===== config.mk =====
export PLATFORM = sky130hd
export DESIGN_NAME = charger_ctrl
export DESIGN_NICKNAME = d
export VERILOG_FILES = /design/src/shared/charger_pkg.sv /design/src/core/charger_ctrl.sv /design/src/core/pulse_decoder.sv
export SDC_FILE = /design/constraint.sdc
export NUM_CORES = 1
export LEC_CHECK = 0
export ABC_AREA = 1
export BUFFER_PORTS_ARGS = -buffer_cell sky130_fd_sc_hd__buf_2
export CAP_MARGIN = 10
export CORE_MARGIN = 2
export CORE_UTILIZATION = 60
export DETAILED_ROUTE_END_ITERATION = 12
export GPL_TIMING_DRIVEN = 0
export PLACE_DENSITY = 0.77
export SYNTH_ARGS = -nofsm -noshare
export SYNTH_HDL_FRONTEND = slang
export SYNTH_SLANG_ARGS = --single-unit
export TNS_END_PERCENT = 50

===== constraint.sdc =====
create_clock -name clk -period 2.25 [get_ports clk]
set_input_delay 0.225 -clock clk [delete_from_list [all_inputs] [get_ports clk]]
set_output_delay 0.225 -clock clk [all_outputs]
set_load 0.1 [all_outputs]

===== src/shared/charger_pkg.sv =====
// Package for the charger control logic: timing counts, limits and states.
// Assumes a single 25 MHz clock; analog thresholds arrive as comparator bits.
package charger_pkg;
    localparam int unsigned CLK_MHZ       = 25;
    localparam int unsigned OVP_DGL_US    = 115;
    localparam int unsigned CTRL_DGL_US   = 50;
    localparam int unsigned WAIT_MS       = 32;
    localparam int unsigned LATCH_MS      = 2;
    localparam int unsigned FLASH_MS      = 100;
    localparam int unsigned OVP_DGL_CYC   = OVP_DGL_US * CLK_MHZ;
    localparam int unsigned CTRL_DGL_CYC  = CTRL_DGL_US * CLK_MHZ;
    localparam int unsigned WAIT_CYC      = WAIT_MS * 1000 * CLK_MHZ;
    localparam int unsigned LATCH_CYC     = LATCH_MS * 1000 * CLK_MHZ;
    localparam int unsigned FLASH_HALF_CYC = FLASH_MS * 500 * CLK_MHZ;
    localparam int unsigned CNT_W         = 21;
    localparam int unsigned PULSE_W       = 5;
    localparam int unsigned PULSE_MAX     = 16;
    localparam logic [3:0]  LIMIT_DEFAULT = 4'h8;
    localparam logic [3:0]  LIMIT_93MA    = 4'h0;
    localparam logic [3:0]  LIMIT_187MA   = 4'h1;
    localparam logic [3:0]  LIMIT_280MA   = 4'h2;
    localparam logic [3:0]  LIMIT_374MA   = 4'h3;
    localparam logic [3:0]  LIMIT_467MA   = 4'h4;
    localparam logic [3:0]  LIMIT_654MA   = 4'h5;
    localparam logic [3:0]  LIMIT_794MA   = 4'h6;
    localparam logic [3:0]  LIMIT_935MA   = 4'h7;
    localparam logic [PULSE_W-1:0] PULSE_FIRST = 5'h04;
    localparam logic [PULSE_W-1:0] PULSE_LAST  = 5'h0b;

    typedef enum logic [2:0] {
        CHG_IDLE,
        CHG_PRE,
        CHG_FAST,
        CHG_DONE,
        CHG_RECHARGE
    } chg_state_t;

    typedef enum logic [2:0] {
        IF_OFF,
        IF_DGL,
        IF_WAIT,
        IF_RUN
    } if_state_t;
endpackage


===== src/core/charger_ctrl.sv =====
// Charger control logic: stage machine, protection, status pin, control pin.
// Assumes comparator inputs are synchronous, debounced levels from analog.
// Summary of operation
// - When enabled, battery below precharge threshold selects precharge, else fast.
// - Precharge drives fixed precharge current and pulls status output low.
// - Above precharge threshold, enter constant-current fast charge.
// - At overcharge threshold release status and regulate to float voltage.
// - After completion stay enabled and keep regulating at float voltage.
// - Below recharge threshold restart charge, status low during recharge.
// - Over-voltage longer than deglitch disables regulator and charging.
// - Over-voltage at power-up shuts down after deglitch until input falls.
// - Under lockout: ignore control pin, regulator and charging off, status released.
// - Thermistor outside window suspends charging, resumes on return.
// - Thermistor fault while charging flashes status with fixed period, half duty.
// - Regulator on above undervoltage threshold until over-voltage has lasted past deglitch.
// - With no input, status held low turns thermistor sensing off.
// - Control low past deglitch enters wait window accepting pulses.
// - End of wait starts up; no command keeps the last latched limit, default after reset.
// - Pin low for latch interval hands pulse count to decode.
// - Counts four to eleven select eight limits; others leave unchanged.
// - Control pin high longer than latch interval disables the device.
`timescale 1ns/1ns
module charger_ctrl (
    // Clock and reset
    input  wire logic       clk,
    input  wire logic       rst,
    // Comparator inputs
    input  wire logic       in_above_uvlo,
    input  wire logic       in_above_ovp,
    input  wire logic       bat_above_precharge,
    input  wire logic       bat_at_overcharge,
    input  wire logic       bat_below_recharge,
    input  wire logic       ts_in_window,
    // Control pin and status pin
    input  wire logic       ctrl_pin,
    input  wire logic       status_pin_in,
    output logic            charge_status_out,
    output logic            charge_status_oe_n,
    // Power stage controls
    output logic            aux_regulator_en,
    output logic            charge_en,
    output logic            precharge_mode,
    output logic            float_regulation,
    output logic            thermistor_sense_en,
    output logic [3:0]      input_limit_sel
);
    import charger_pkg::*;

    logic                 ovp_q;
    logic [CNT_W-1:0]     ovp_cnt_q;
    if_state_t            if_state_q;
    logic [CNT_W-1:0]     if_cnt_q;
    logic [CNT_W-1:0]     high_cnt_q;
    logic [3:0]           limit_q;
    chg_state_t           chg_state_q;
    logic [CNT_W-1:0]     flash_cnt_q;
    logic                 flash_q;
    logic                 ts_en_q;
    logic                 latch_pulse;
    logic [PULSE_W-1:0]   pulse_count;
    logic                 powered;
    logic                 running;
    logic                 listen;
    logic                 charging;
    logic [4:0]           decoded_limit;

    function automatic logic [4:0] decode_limit(input logic [PULSE_W-1:0] n);
        logic [4:0] r;
        r = 5'h00;
        if (n >= PULSE_FIRST && n <= PULSE_LAST) begin
            r = {1'b1, 4'(n - PULSE_FIRST)};
        end
        return r;
    endfunction

    assign powered = in_above_uvlo && !ovp_q;
    assign running = powered && if_state_q == IF_RUN;
    assign listen  = powered && (if_state_q == IF_WAIT ||
                                 if_state_q == IF_RUN);

    pulse_decoder i_pulse_decoder (
        .clk         (clk),
        .rst         (rst),
        .listen      (listen),
        .ctrl_pin    (ctrl_pin),
        .latch_pulse (latch_pulse),
        .pulse_count (pulse_count)
    );

    always_ff @(posedge clk) begin
        if (rst || !in_above_ovp || !in_above_uvlo) begin
            ovp_cnt_q <= '0;
            ovp_q     <= 1'b0;
        end else if (ovp_cnt_q == CNT_W'(OVP_DGL_CYC - 1)) begin
            ovp_q <= 1'b1;
        end else begin
            ovp_cnt_q <= ovp_cnt_q + 21'h000001;
        end
    end

    always_ff @(posedge clk) begin
        if (rst || !ctrl_pin || !powered) begin
            high_cnt_q <= '0;
        end else if (high_cnt_q != CNT_W'(LATCH_CYC)) begin
            high_cnt_q <= high_cnt_q + 21'h000001;
        end
    end

    always_ff @(posedge clk) begin
        if (rst || !powered) begin
            if_state_q <= IF_OFF;
            if_cnt_q   <= '0;
        end else if (high_cnt_q == CNT_W'(LATCH_CYC)) begin
            if_state_q <= IF_OFF;
            if_cnt_q   <= '0;
        end else begin
            case (if_state_q)
                IF_OFF: begin
                    if (!ctrl_pin) begin
                        if_state_q <= IF_DGL;
                        if_cnt_q   <= '0;
                    end
                end
                IF_DGL: begin
                    if (ctrl_pin) begin
                        if_state_q <= IF_OFF;
                    end else if (if_cnt_q == CNT_W'(CTRL_DGL_CYC - 1)) begin
                        if_state_q <= IF_WAIT;
                        if_cnt_q   <= '0;
                    end else begin
                        if_cnt_q <= if_cnt_q + 21'h000001;
                    end
                end
                IF_WAIT: begin
                    if (if_cnt_q == CNT_W'(WAIT_CYC - 1)) begin
                        if_state_q <= IF_RUN;
                        if_cnt_q   <= '0;
                    end else begin
                        if_cnt_q <= if_cnt_q + 21'h000001;
                    end
                end
                default: begin
                    if_state_q <= IF_RUN;
                end
            endcase
        end
    end

    assign decoded_limit = decode_limit(pulse_count);
    always_ff @(posedge clk) begin
        if (rst) begin
            limit_q <= LIMIT_DEFAULT;
        end else if (latch_pulse && decoded_limit[4]) begin
            limit_q <= decoded_limit[3:0];
        end
    end

    always_ff @(posedge clk) begin
        if (rst || !running) begin
            chg_state_q <= CHG_IDLE;
        end else begin
            case (chg_state_q)
                CHG_IDLE: begin
                    chg_state_q <= bat_above_precharge ? CHG_FAST : CHG_PRE;
                end
                CHG_PRE: begin
                    if (bat_above_precharge) begin
                        chg_state_q <= CHG_FAST;
                    end
                end
                CHG_FAST, CHG_RECHARGE: begin
                    if (bat_at_overcharge) begin
                        chg_state_q <= CHG_DONE;
                    end
                end
                default: begin
                    if (bat_below_recharge) begin
                        chg_state_q <= CHG_RECHARGE;
                    end
                end
            endcase
        end
    end

    always_ff @(posedge clk) begin
        if (rst || ts_in_window) begin
            flash_cnt_q <= '0;
            flash_q     <= 1'b0;
        end else if (flash_cnt_q == CNT_W'(FLASH_HALF_CYC - 1)) begin
            flash_cnt_q <= '0;
            flash_q     <= !flash_q;
        end else begin
            flash_cnt_q <= flash_cnt_q + 21'h000001;
        end
    end

    always_ff @(posedge clk) begin
        if (rst) begin
            ts_en_q <= 1'b1;
        end else if (in_above_uvlo) begin
            ts_en_q <= 1'b1;
        end else begin
            ts_en_q <= status_pin_in;
        end
    end

    assign charging = chg_state_q == CHG_PRE || chg_state_q == CHG_FAST ||
                      chg_state_q == CHG_RECHARGE;

    assign aux_regulator_en = powered;
    assign charge_en        = running && chg_state_q != CHG_IDLE &&
                              ts_in_window;
    assign precharge_mode   = chg_state_q == CHG_PRE;
    assign float_regulation = chg_state_q == CHG_DONE;
    assign input_limit_sel  = limit_q;
    assign thermistor_sense_en = ts_en_q;
    // Only the low level is driven; a released pin is pulled up outside.
    assign charge_status_out  = 1'b0;
    assign charge_status_oe_n = !(charging &&
                                  (ts_in_window || !flash_q));
endmodule


===== src/core/pulse_decoder.sv =====
// Pulse counter and decoder for the single-wire control pin.
// Assumes the pin is synchronous to clk and its level already clean.
`timescale 1ns/1ns
module pulse_decoder (
    // Clock and reset
    input  wire logic                        clk,
    input  wire logic                        rst,
    // Control
    input  wire logic                        listen,
    input  wire logic                        ctrl_pin,
    // Result
    output logic                             latch_pulse,
    output logic [charger_pkg::PULSE_W-1:0]  pulse_count
);
    import charger_pkg::*;

    logic                 ctrl_prev_q;
    logic [CNT_W-1:0]     low_cnt_q;
    logic [PULSE_W-1:0]   count_q;

    always_ff @(posedge clk) begin
        if (rst || !listen) begin
            ctrl_prev_q <= 1'b0;
        end else begin
            ctrl_prev_q <= ctrl_pin;
        end
    end

    always_ff @(posedge clk) begin
        if (rst || !listen || latch_pulse) begin
            count_q <= '0;
        end else if (ctrl_pin && !ctrl_prev_q && count_q != 5'h1f) begin
            count_q <= count_q + 5'h01;
        end
    end

    always_ff @(posedge clk) begin
        if (rst || !listen || ctrl_pin) begin
            low_cnt_q <= '0;
        end else if (low_cnt_q != CNT_W'(LATCH_CYC)) begin
            low_cnt_q <= low_cnt_q + 21'h000001;
        end
    end

    assign latch_pulse = listen && !ctrl_pin && count_q != '0 &&
                         low_cnt_q == CNT_W'(LATCH_CYC - 1);
    assign pulse_count = count_q;
endmodule


==> results of run 1 <==
==> final timing paths <==
kind | endpoint | slack, ps | depth (start not counted)
worst max register to register | flash_cnt_q[11] | 380 | 9
worst min register to register | flash_cnt_q[0] | 450 | 1
worst min-delay path | chg_state_q[0] | 30 | 4
worst max-delay path | charge_en | 130 | 4
==> state kept, by name, indices dropped and copies added, names as in the netlist, 2 cells and up <==
name / cells
ovp_cnt_q: 21
chg_state_q: 3
if_cnt_q: 21
if_state_q: 2
flash_cnt_q: 21
i_pulse_decoder.pulse_count: 5
input_limit_sel: 4
i_pulse_decoder.low_cnt_q: 21
high_cnt_q: 21
==> metal layers <==
| layer | global-route usage, % | routed length (um) |
|---|---|---|
| met1 | 32.9 | 6760 |
| met3 | 5.97 | 595 |
| met2 | 41.1 | 6340 |
| met4 | 10.1 | 220 |
| met5 | 0 | 0 |
==> layout make-up <==
| cell class | instances | area share [%] |
|---|---|---|
| Buffer | 10 | 0.959 |
| Clock buffer | 26 | 6.83 |
| Clock inverter | 6 | 1.11 |
| Inverter | 146 | 7.37 |
| Multi-Input combinational cell | 697 | 46.5 |
| Sequential cell | 123 | 33.1 |
| Tap cell | 140 | 2.35 |
| Timing Repair Buffer | 22 | 1.77 |
==> through the flow <==
step           total power [W]  TNS (ps)  hold WS (ps)
2_1_floorplan          0.00238      -658           311
3_3_place_gp           0.00242         0           399
3_5_place_dp           0.00242         0           403
4_1_cts                0.00513         0          12.5
5_1_grt                0.00524         0          42.1
6_report               0.00509         0          29.1
==> power by group <==
part	internal, W	leakage, nW	total [W]	switching (W)
sequential	0.00219	0.991	0.00220	0.00000919
clock	0.00175	0.291	0.00271	0.000962
combinational	0.0000570	1.45	0.000187	0.000130
total	0.00399	2.73	0.00509	0.00110
==> placed cells by master (no fill, tap or decap), types with 2 or more instances in the layout <==
cell and count:
nor3_4 2, and3_1 2, nor2_2 10, ha_1 21, dlygate4sd3_1 3, clkbuf_8 7, nand2_1 197, nor2_4 3
bufinv_16 2, nor2_1 155, a21oi_1 70, nor3_1 46, or2_2 3, dfxtp_1 123, clkbuf_16 16, nor3_2 2
buf_2 21, buf_6 4, nand4_1 25, o21ai_0 46, inv_2 3, inv_1 143, nand3b_1 3, buf_4 2
xnor2_1 8, o31ai_1 2, a31oi_1 2, clkbuf_1 5, xor2_1 16, nor3b_1 5, clkinv_2 3, nand2_2 2
nor4_1 3, nand3_1 64
==> worst max-delay path, stage by stage (launching register included) <==
cell and delay (ps):
dfxtp_1 440, ha_1 250, nand3_1 90, nor2_1 140, buf_2 450
==> kinds of logic after synthesis <==
group	after synthesis	share of synthesized area [%]
AOI/OAI and AO/OA	127	10.2
xor gates and xnor gates	24	3.22
adders and majority gates	21	4.02
buffers and inverters	156	9.47
DFF	123	37.7
other	1	0.0574
and+or+nand+nor	524	35.4
==> repair_timing <==
| action | CTS | global route |
|---|---|---|
| resized for setup | 0 | 3 |
| hold endpoints to repair | 1 | 0 |
| hold buffers | 3 | 0 |
| endpoints found under the setup margin | 0 | 1 |
==> results.sh, run 1 <==
export IMPL_avgRoutedWirePerCell_um=11.9
export IMPL_synthCells=976
export IMPL_finalMaxSlewViolations=0
export IMPL_synth_fp_nets=1007
export IMPL_status="completed"
export IMPL_finalSetupViolCount=0
export IMPL_crit_start="if_state_q[1]"
export IMPL_htreeDepth=4
export IMPL_tightest_slew_ps=546
export IMPL_num_nets_final=1048
export IMPL_power_leakage_nw=2.73
export IMPL_io_buffers=19
export IMPL_cp_max_fo=5
export IMPL_pin_count=21
export IMPL_finalCritPeriodShare_pct=94.4
export IMPL_vias=6068
export IMPL_placed_area_mm2=0.00681
export IMPL_areaGrowthSynthToFinish_pct=13.8
export IMPL_path_class="reg -> out"
export IMPL_dpl_worst_slack_ps=413
export IMPL_ys_types=39
export IMPL_hpwlAfterDp_um=9710
export IMPL_required_ps=2030
export IMPL_die_h_um=108
export IMPL_ys_seq_elements=123
export IMPL_layout_drive_gt1_share_pct=8.06
export IMPL_synth_main_ff_cell="dfxtp_1"
export IMPL_cts_max_path_buffers=2
export IMPL_row_count=38
export IMPL_yosysTopAreaCell="dfxtp_1"
export IMPL_drc=0
export IMPL_antenna_found_initial=0
export IMPL_cts_setup_buffers=0
export IMPL_die_w_um=108
export IMPL_p_per_area_mw_per_mm2=685
export IMPL_wl_um=13900
export IMPL_multi_input_area_mm2=0.00346
export IMPL_fin_crit_ps=2120
export IMPL_fmax_mhz=471
export IMPL_die_area_mm2=0.0117
export IMPL_min_delay_start="bat_above_precharge"
export IMPL_hold_viol=0
export IMPL_detail_route_antenna_nets=0
export IMPL_cp_end_kind="output pin"
export IMPL_r2r_start="flash_cnt_q[0]"
export IMPL_netlist_area_leader_share_pct=37.7
export IMPL_ys_top_cells_by_area="dfxtp_1 (38%), nand2_1 (11%), nor2_1 (8.9%), inv_1 (8.2%), a21oi_1 (5.4%)"
export IMPL_first_pass_iters=6
export IMPL_rsz0062_at_grt="false"
export IMPL_cts_sinks=123
export IMPL_cts_buffers=17
export IMPL_grt_ovfl_total=0
export IMPL_place_gp_congestion=0.850
export IMPL_fin_area_mm2=0.00744
export IMPL_grt_pass1_vias=5662
export IMPL_synth_edf_count=0
export IMPL_start_util_pct=60.8
export IMPL_final_cells=1170
export IMPL_regArea_mm2=0.00246
export IMPL_synth_common_cells="nand2_1 (197), nor2_1 (155), inv_1 (143)"
export IMPL_final_util_pct=69.2
export IMPL_syn_mean_instance_area_um2=6.70
export IMPL_worst_clock_skew_ps=7.40
export IMPL_min_path_type="in -> reg"
export IMPL_startpoint_type="flop"
export IMPL_ys_warn_count=0
export IMPL_async_flop_share_pct=0
export IMPL_cts_tree="built"
export IMPL_cts_root_buf="clkbuf_8"
export IMPL_max_vdd_ir_drop_mv=0.743
export IMPL_ys_seq_area_share_pct=37.7
export IMPL_fillers=933
export IMPL_vias_per_cell=5.19
export IMPL_drtIter0Drc=506
export IMPL_syn_area_mm2=0.00654
export IMPL_post_place_cells=1135
export IMPL_fin_ws_ps=126
export IMPL_arrival_ps=1900
export IMPL_grtUsageTotal_pct=25.4
export IMPL_drv_cap=0
export IMPL_synth_most_common_cell="nand2_1"
export IMPL_core_area_mm2=0.0107
export IMPL_maxSlewHeadroom_pct=63.6
export IMPL_clk_latency_ps=540
export IMPL_grt_max_degree=17
export IMPL_grt_pass1_wl_um=24000
export IMPL_clkTransAtPathRegs_ps=60
export IMPL_n_antenna_cell=0
Power figures use the tool's default switching activity.
==> inputs of run 2 (changes only) <==
--- a/config.mk
+++ b/config.mk
@@ -5,14 +5,15 @@
 export SDC_FILE = /design/constraint.sdc
 export NUM_CORES = 1
 export LEC_CHECK = 0
-export ABC_AREA = 1
+export ABC_AREA = 0
 export BUFFER_PORTS_ARGS = -buffer_cell sky130_fd_sc_hd__buf_2
 export CAP_MARGIN = 10
 export CORE_MARGIN = 2
 export CORE_UTILIZATION = 60
 export DETAILED_ROUTE_END_ITERATION = 12
 export GPL_TIMING_DRIVEN = 0
-export PLACE_DENSITY = 0.77
+export MAX_ROUTING_LAYER = met4
+export PLACE_DENSITY = 0.78
 export SYNTH_ARGS = -nofsm -noshare
 export SYNTH_HDL_FRONTEND = slang
 export SYNTH_SLANG_ARGS = --single-unit
==> run 2 against run 1 <==
Against the previous run:
- core utilization grew 1.8 points
- combinational power shrank 26%
- die area shrank 9.5%
- sequential power is essentially flat
- worst setup slack gained 11 ps
- flip-flop and latch count is the same
- clock power shrank 2%
- critical path depth grew 4
- sequential share of layout area grew 2.9 points
- synthesized cell count shrank 30%
- first-iteration DRC count shrank 61%
- global-route usage shrank 1.3 points
- largest cell class unchanged
- largest power group unchanged
- highest routed layer unchanged
==> results.sh, run 2 <==
export IMPL_finalMaxSlewViolations=0
export IMPL_final_util_pct=71.0
export IMPL_cts_buffers=17
export IMPL_avgRoutedWirePerCell_um=13.2
export IMPL_cts_root_buf="clkbuf_8"
export IMPL_synth_common_cells="dfxtp_1 (123), nor2_1 (123), nand2_1 (55)"
export IMPL_vias=4702
export IMPL_maxSlewHeadroom_pct=46.6
export IMPL_drtIter0Drc=197
export IMPL_startpoint_type="flop"
export IMPL_syn_area_mm2=0.00590
export IMPL_first_pass_iters=4
export IMPL_drv_cap=0
export IMPL_status="completed"
export IMPL_row_count=36
export IMPL_ys_warn_count=0
export IMPL_hold_slack_ps=50.4
export IMPL_grt_pass1_wl_um=19600
export IMPL_ys_seq_elements=123
export IMPL_hold_path_depth=3
export IMPL_hold_viol=0
export IMPL_yosysTopAreaCell="dfxtp_1"
export IMPL_syn_mean_instance_area_um2=8.64
export IMPL_grtUsageTotal_pct=24.1
export IMPL_fillers=760
export IMPL_cts_max_path_buffers=2
export IMPL_n_antenna_cell=0
export IMPL_grt_pass1_vias=4538
export IMPL_fmax_mhz=473
export IMPL_rsz0062_at_grt="true"
export IMPL_synthCells=682
export IMPL_num_nets_final=757
export IMPL_htreeDepth=4
export IMPL_ys_types=55
export IMPL_die_h_um=103
export IMPL_final_cells=871
export IMPL_vias_per_cell=5.40
export IMPL_arrival_ps=2530
export IMPL_min_path_type="in -> reg"
export IMPL_cp_end_kind="flop"
export IMPL_r2r_cells=8
export IMPL_io_buffers=17
export IMPL_synth_fp_nets=713
export IMPL_start_util_pct=61.2
export IMPL_antenna_found_initial=0
export IMPL_die_w_um=103
export IMPL_cts_sinks=123
export IMPL_max_vdd_ir_drop_mv=0.550
export IMPL_wl_um=11500
export IMPL_r2r_start="if_cnt_q[0]"
export IMPL_ff2ff_setup_slack_ps=140
export IMPL_finalCritPeriodShare_pct=93.9
export IMPL_p_per_area_mw_per_mm2=728
export IMPL_die_area_mm2=0.0106
export IMPL_ys_top_cells_by_area="dfxtp_1 (42%), xor2_1 (7.9%), nor2_1 (7.8%), xnor2_1 (5.8%), ha_1 (4.5%)"
export IMPL_async_flop_share_pct=0
export IMPL_final_cell_mix="nor2_1 (123), dfxtp_1 (123), nand2_1 (55)"
export IMPL_clkTransAtPathRegs_ps=60
export IMPL_power_total_w=0.00498
export IMPL_place_gp_congestion=0.856
export IMPL_path_class="reg -> reg"
export IMPL_clk_latency_ps=520
export IMPL_tightest_slew_ps=799
export IMPL_finalSetupViolCount=0
export IMPL_min_delay_start="in_above_ovp"
export IMPL_drc=0
export IMPL_cp_max_fo=10
export IMPL_hpwlAfterDp_um=7940
export IMPL_areaGrowthSynthToFinish_pct=16.1
export IMPL_power_leakage_nw=2.29
export IMPL_netlist_area_leader_share_pct=41.8
export IMPL_cts_tree="built"
export IMPL_min_to="ovp_cnt_q[1]"
export IMPL_grt_max_degree=17
export IMPL_ys_seq_area_share_pct=41.8
export IMPL_fin_crit_ps=2110
export IMPL_layout_drive_gt1_share_pct=11.1
export IMPL_required_ps=2660
export IMPL_pin_count=21
export IMPL_r2r_end="if_cnt_q[15]"
export IMPL_synth_main_ff_cell="dfxtp_1"
export IMPL_post_place_cells=832
export IMPL_grt_ovfl_total=0
export IMPL_synth_edf_count=0
export IMPL_worst_clock_skew_ps=7.31
export IMPL_core_area_mm2=0.00964
export IMPL_detail_route_antenna_nets=0
-- run 2: changes by cell type after synthesis, moves of 10 or more --
| cell | delta |
|---|---|
| nand3_1 | -20 |
| xnor2_1 | +31 |
| o21ai_0 | -35 |
| nor2_1 | -32 |
| nand2b_1 | +10 |
| nor3_1 | -33 |
| a21oi_1 | -55 |
| inv_1 | -121 |
| xor2_1 | +37 |
| nand2_1 | -142 |
-- run 2: how the worst max path moves through the flow --
stage                                                to  cells past startpoint                         start
after floorplan                      charge_status_oe_n                      3                chg_state_q[0]
after global placement                     if_cnt_q[18]                      9                 high_cnt_q[0]
after detailed placement                    if_cnt_q[9]                      9                 high_cnt_q[0]
after CTS                            charge_status_oe_n                      4                chg_state_q[0]
after global routing      i_pulse_decoder.low_cnt_q[20]                      7  i_pulse_decoder.low_cnt_q[0]
final                                      if_cnt_q[15]                      8                   if_cnt_q[0]
-- run 2: final cells by class --
class / instances / area (um2) / area share [%]
Sequential cell: 123 / 2460 / 36.0
Inverter: 22 / 82.6 / 1.21
Clock inverter: 7 / 115 / 1.68
Buffer: 17 / 86.3 / 1.26
Timing Repair Buffer: 25 / 175 / 2.56
Clock buffer: 24 / 460 / 6.73
Multi-Input combinational cell: 520 / 3300 / 48.2
Tap cell: 133 / 166 / 2.43
-- run 2: per-layer routing --
| metal | wire (um) | global-route usage [%] | up-vias |
|---|---|---|---|
| li1 | - | - | 2409 |
| met1 | 5250 | 28.4 | 2222 |
| met2 | 5670 | 39.2 | 54 |
| met3 | 389 | 6.92 | 17 |
| met4 | 175 | 8.91 | 0 |
| met5 | 0 | - | - |
-- run 2: power breakdown --
part	total, W	internal, W	switching, W
combinational	0.000138	0.0000472	0.0000909
clock	0.00265	0.00173	0.000917
sequential	0.00219	0.00219	0.00000648
total	0.00498	0.00397	0.00101
-- run 2: per-stage QoR --
stage	worst slack (ps)	cell area (um2)	TNS, ps
CTS	34.2	6790	0
finish	137	6850	0
global placement	7.44	6150	0
detailed placement	-106	6150	-1030
floorplan	-210	5900	-277
global route	-9.61	6850	-9.66
-- run 2: repair_timing --
item | CTS | global route
hold endpoints to repair | 4 | 0
setup endpoints to repair | 10 | 18
hold buffers | 5 | 0
gates resized for setup | 1 | 5
pin swaps | 0 | 2
setup buffers | 0 | 3
-- run 2: cells by family (layout without fill, tap and decap cells) --
kind of cell,after synthesis,count (layout),share of synthesized area (%)
AND/OR/NAND/NOR,351,351,30.2
flip-flops,123,123,41.8
XOR/XNOR,92,92,13.7
AO/OA/AOI/OAI,45,45,5.31
buffers and inverters,39,95,2.87
adder cells (fa/ha/maj),21,21,4.46
multiplexers,10,10,1.72
other,1,1,0.0636
-- run 2: critical path, stage by stage (launching register included) --
cell,delay (ps)
dfxtp_1,420
ha_1,180
nor4b_1,220
nand4_1,140
o41ai_2,400
a21boi_2,180
o21ai_4,240
buf_12,170
nor2_2,40
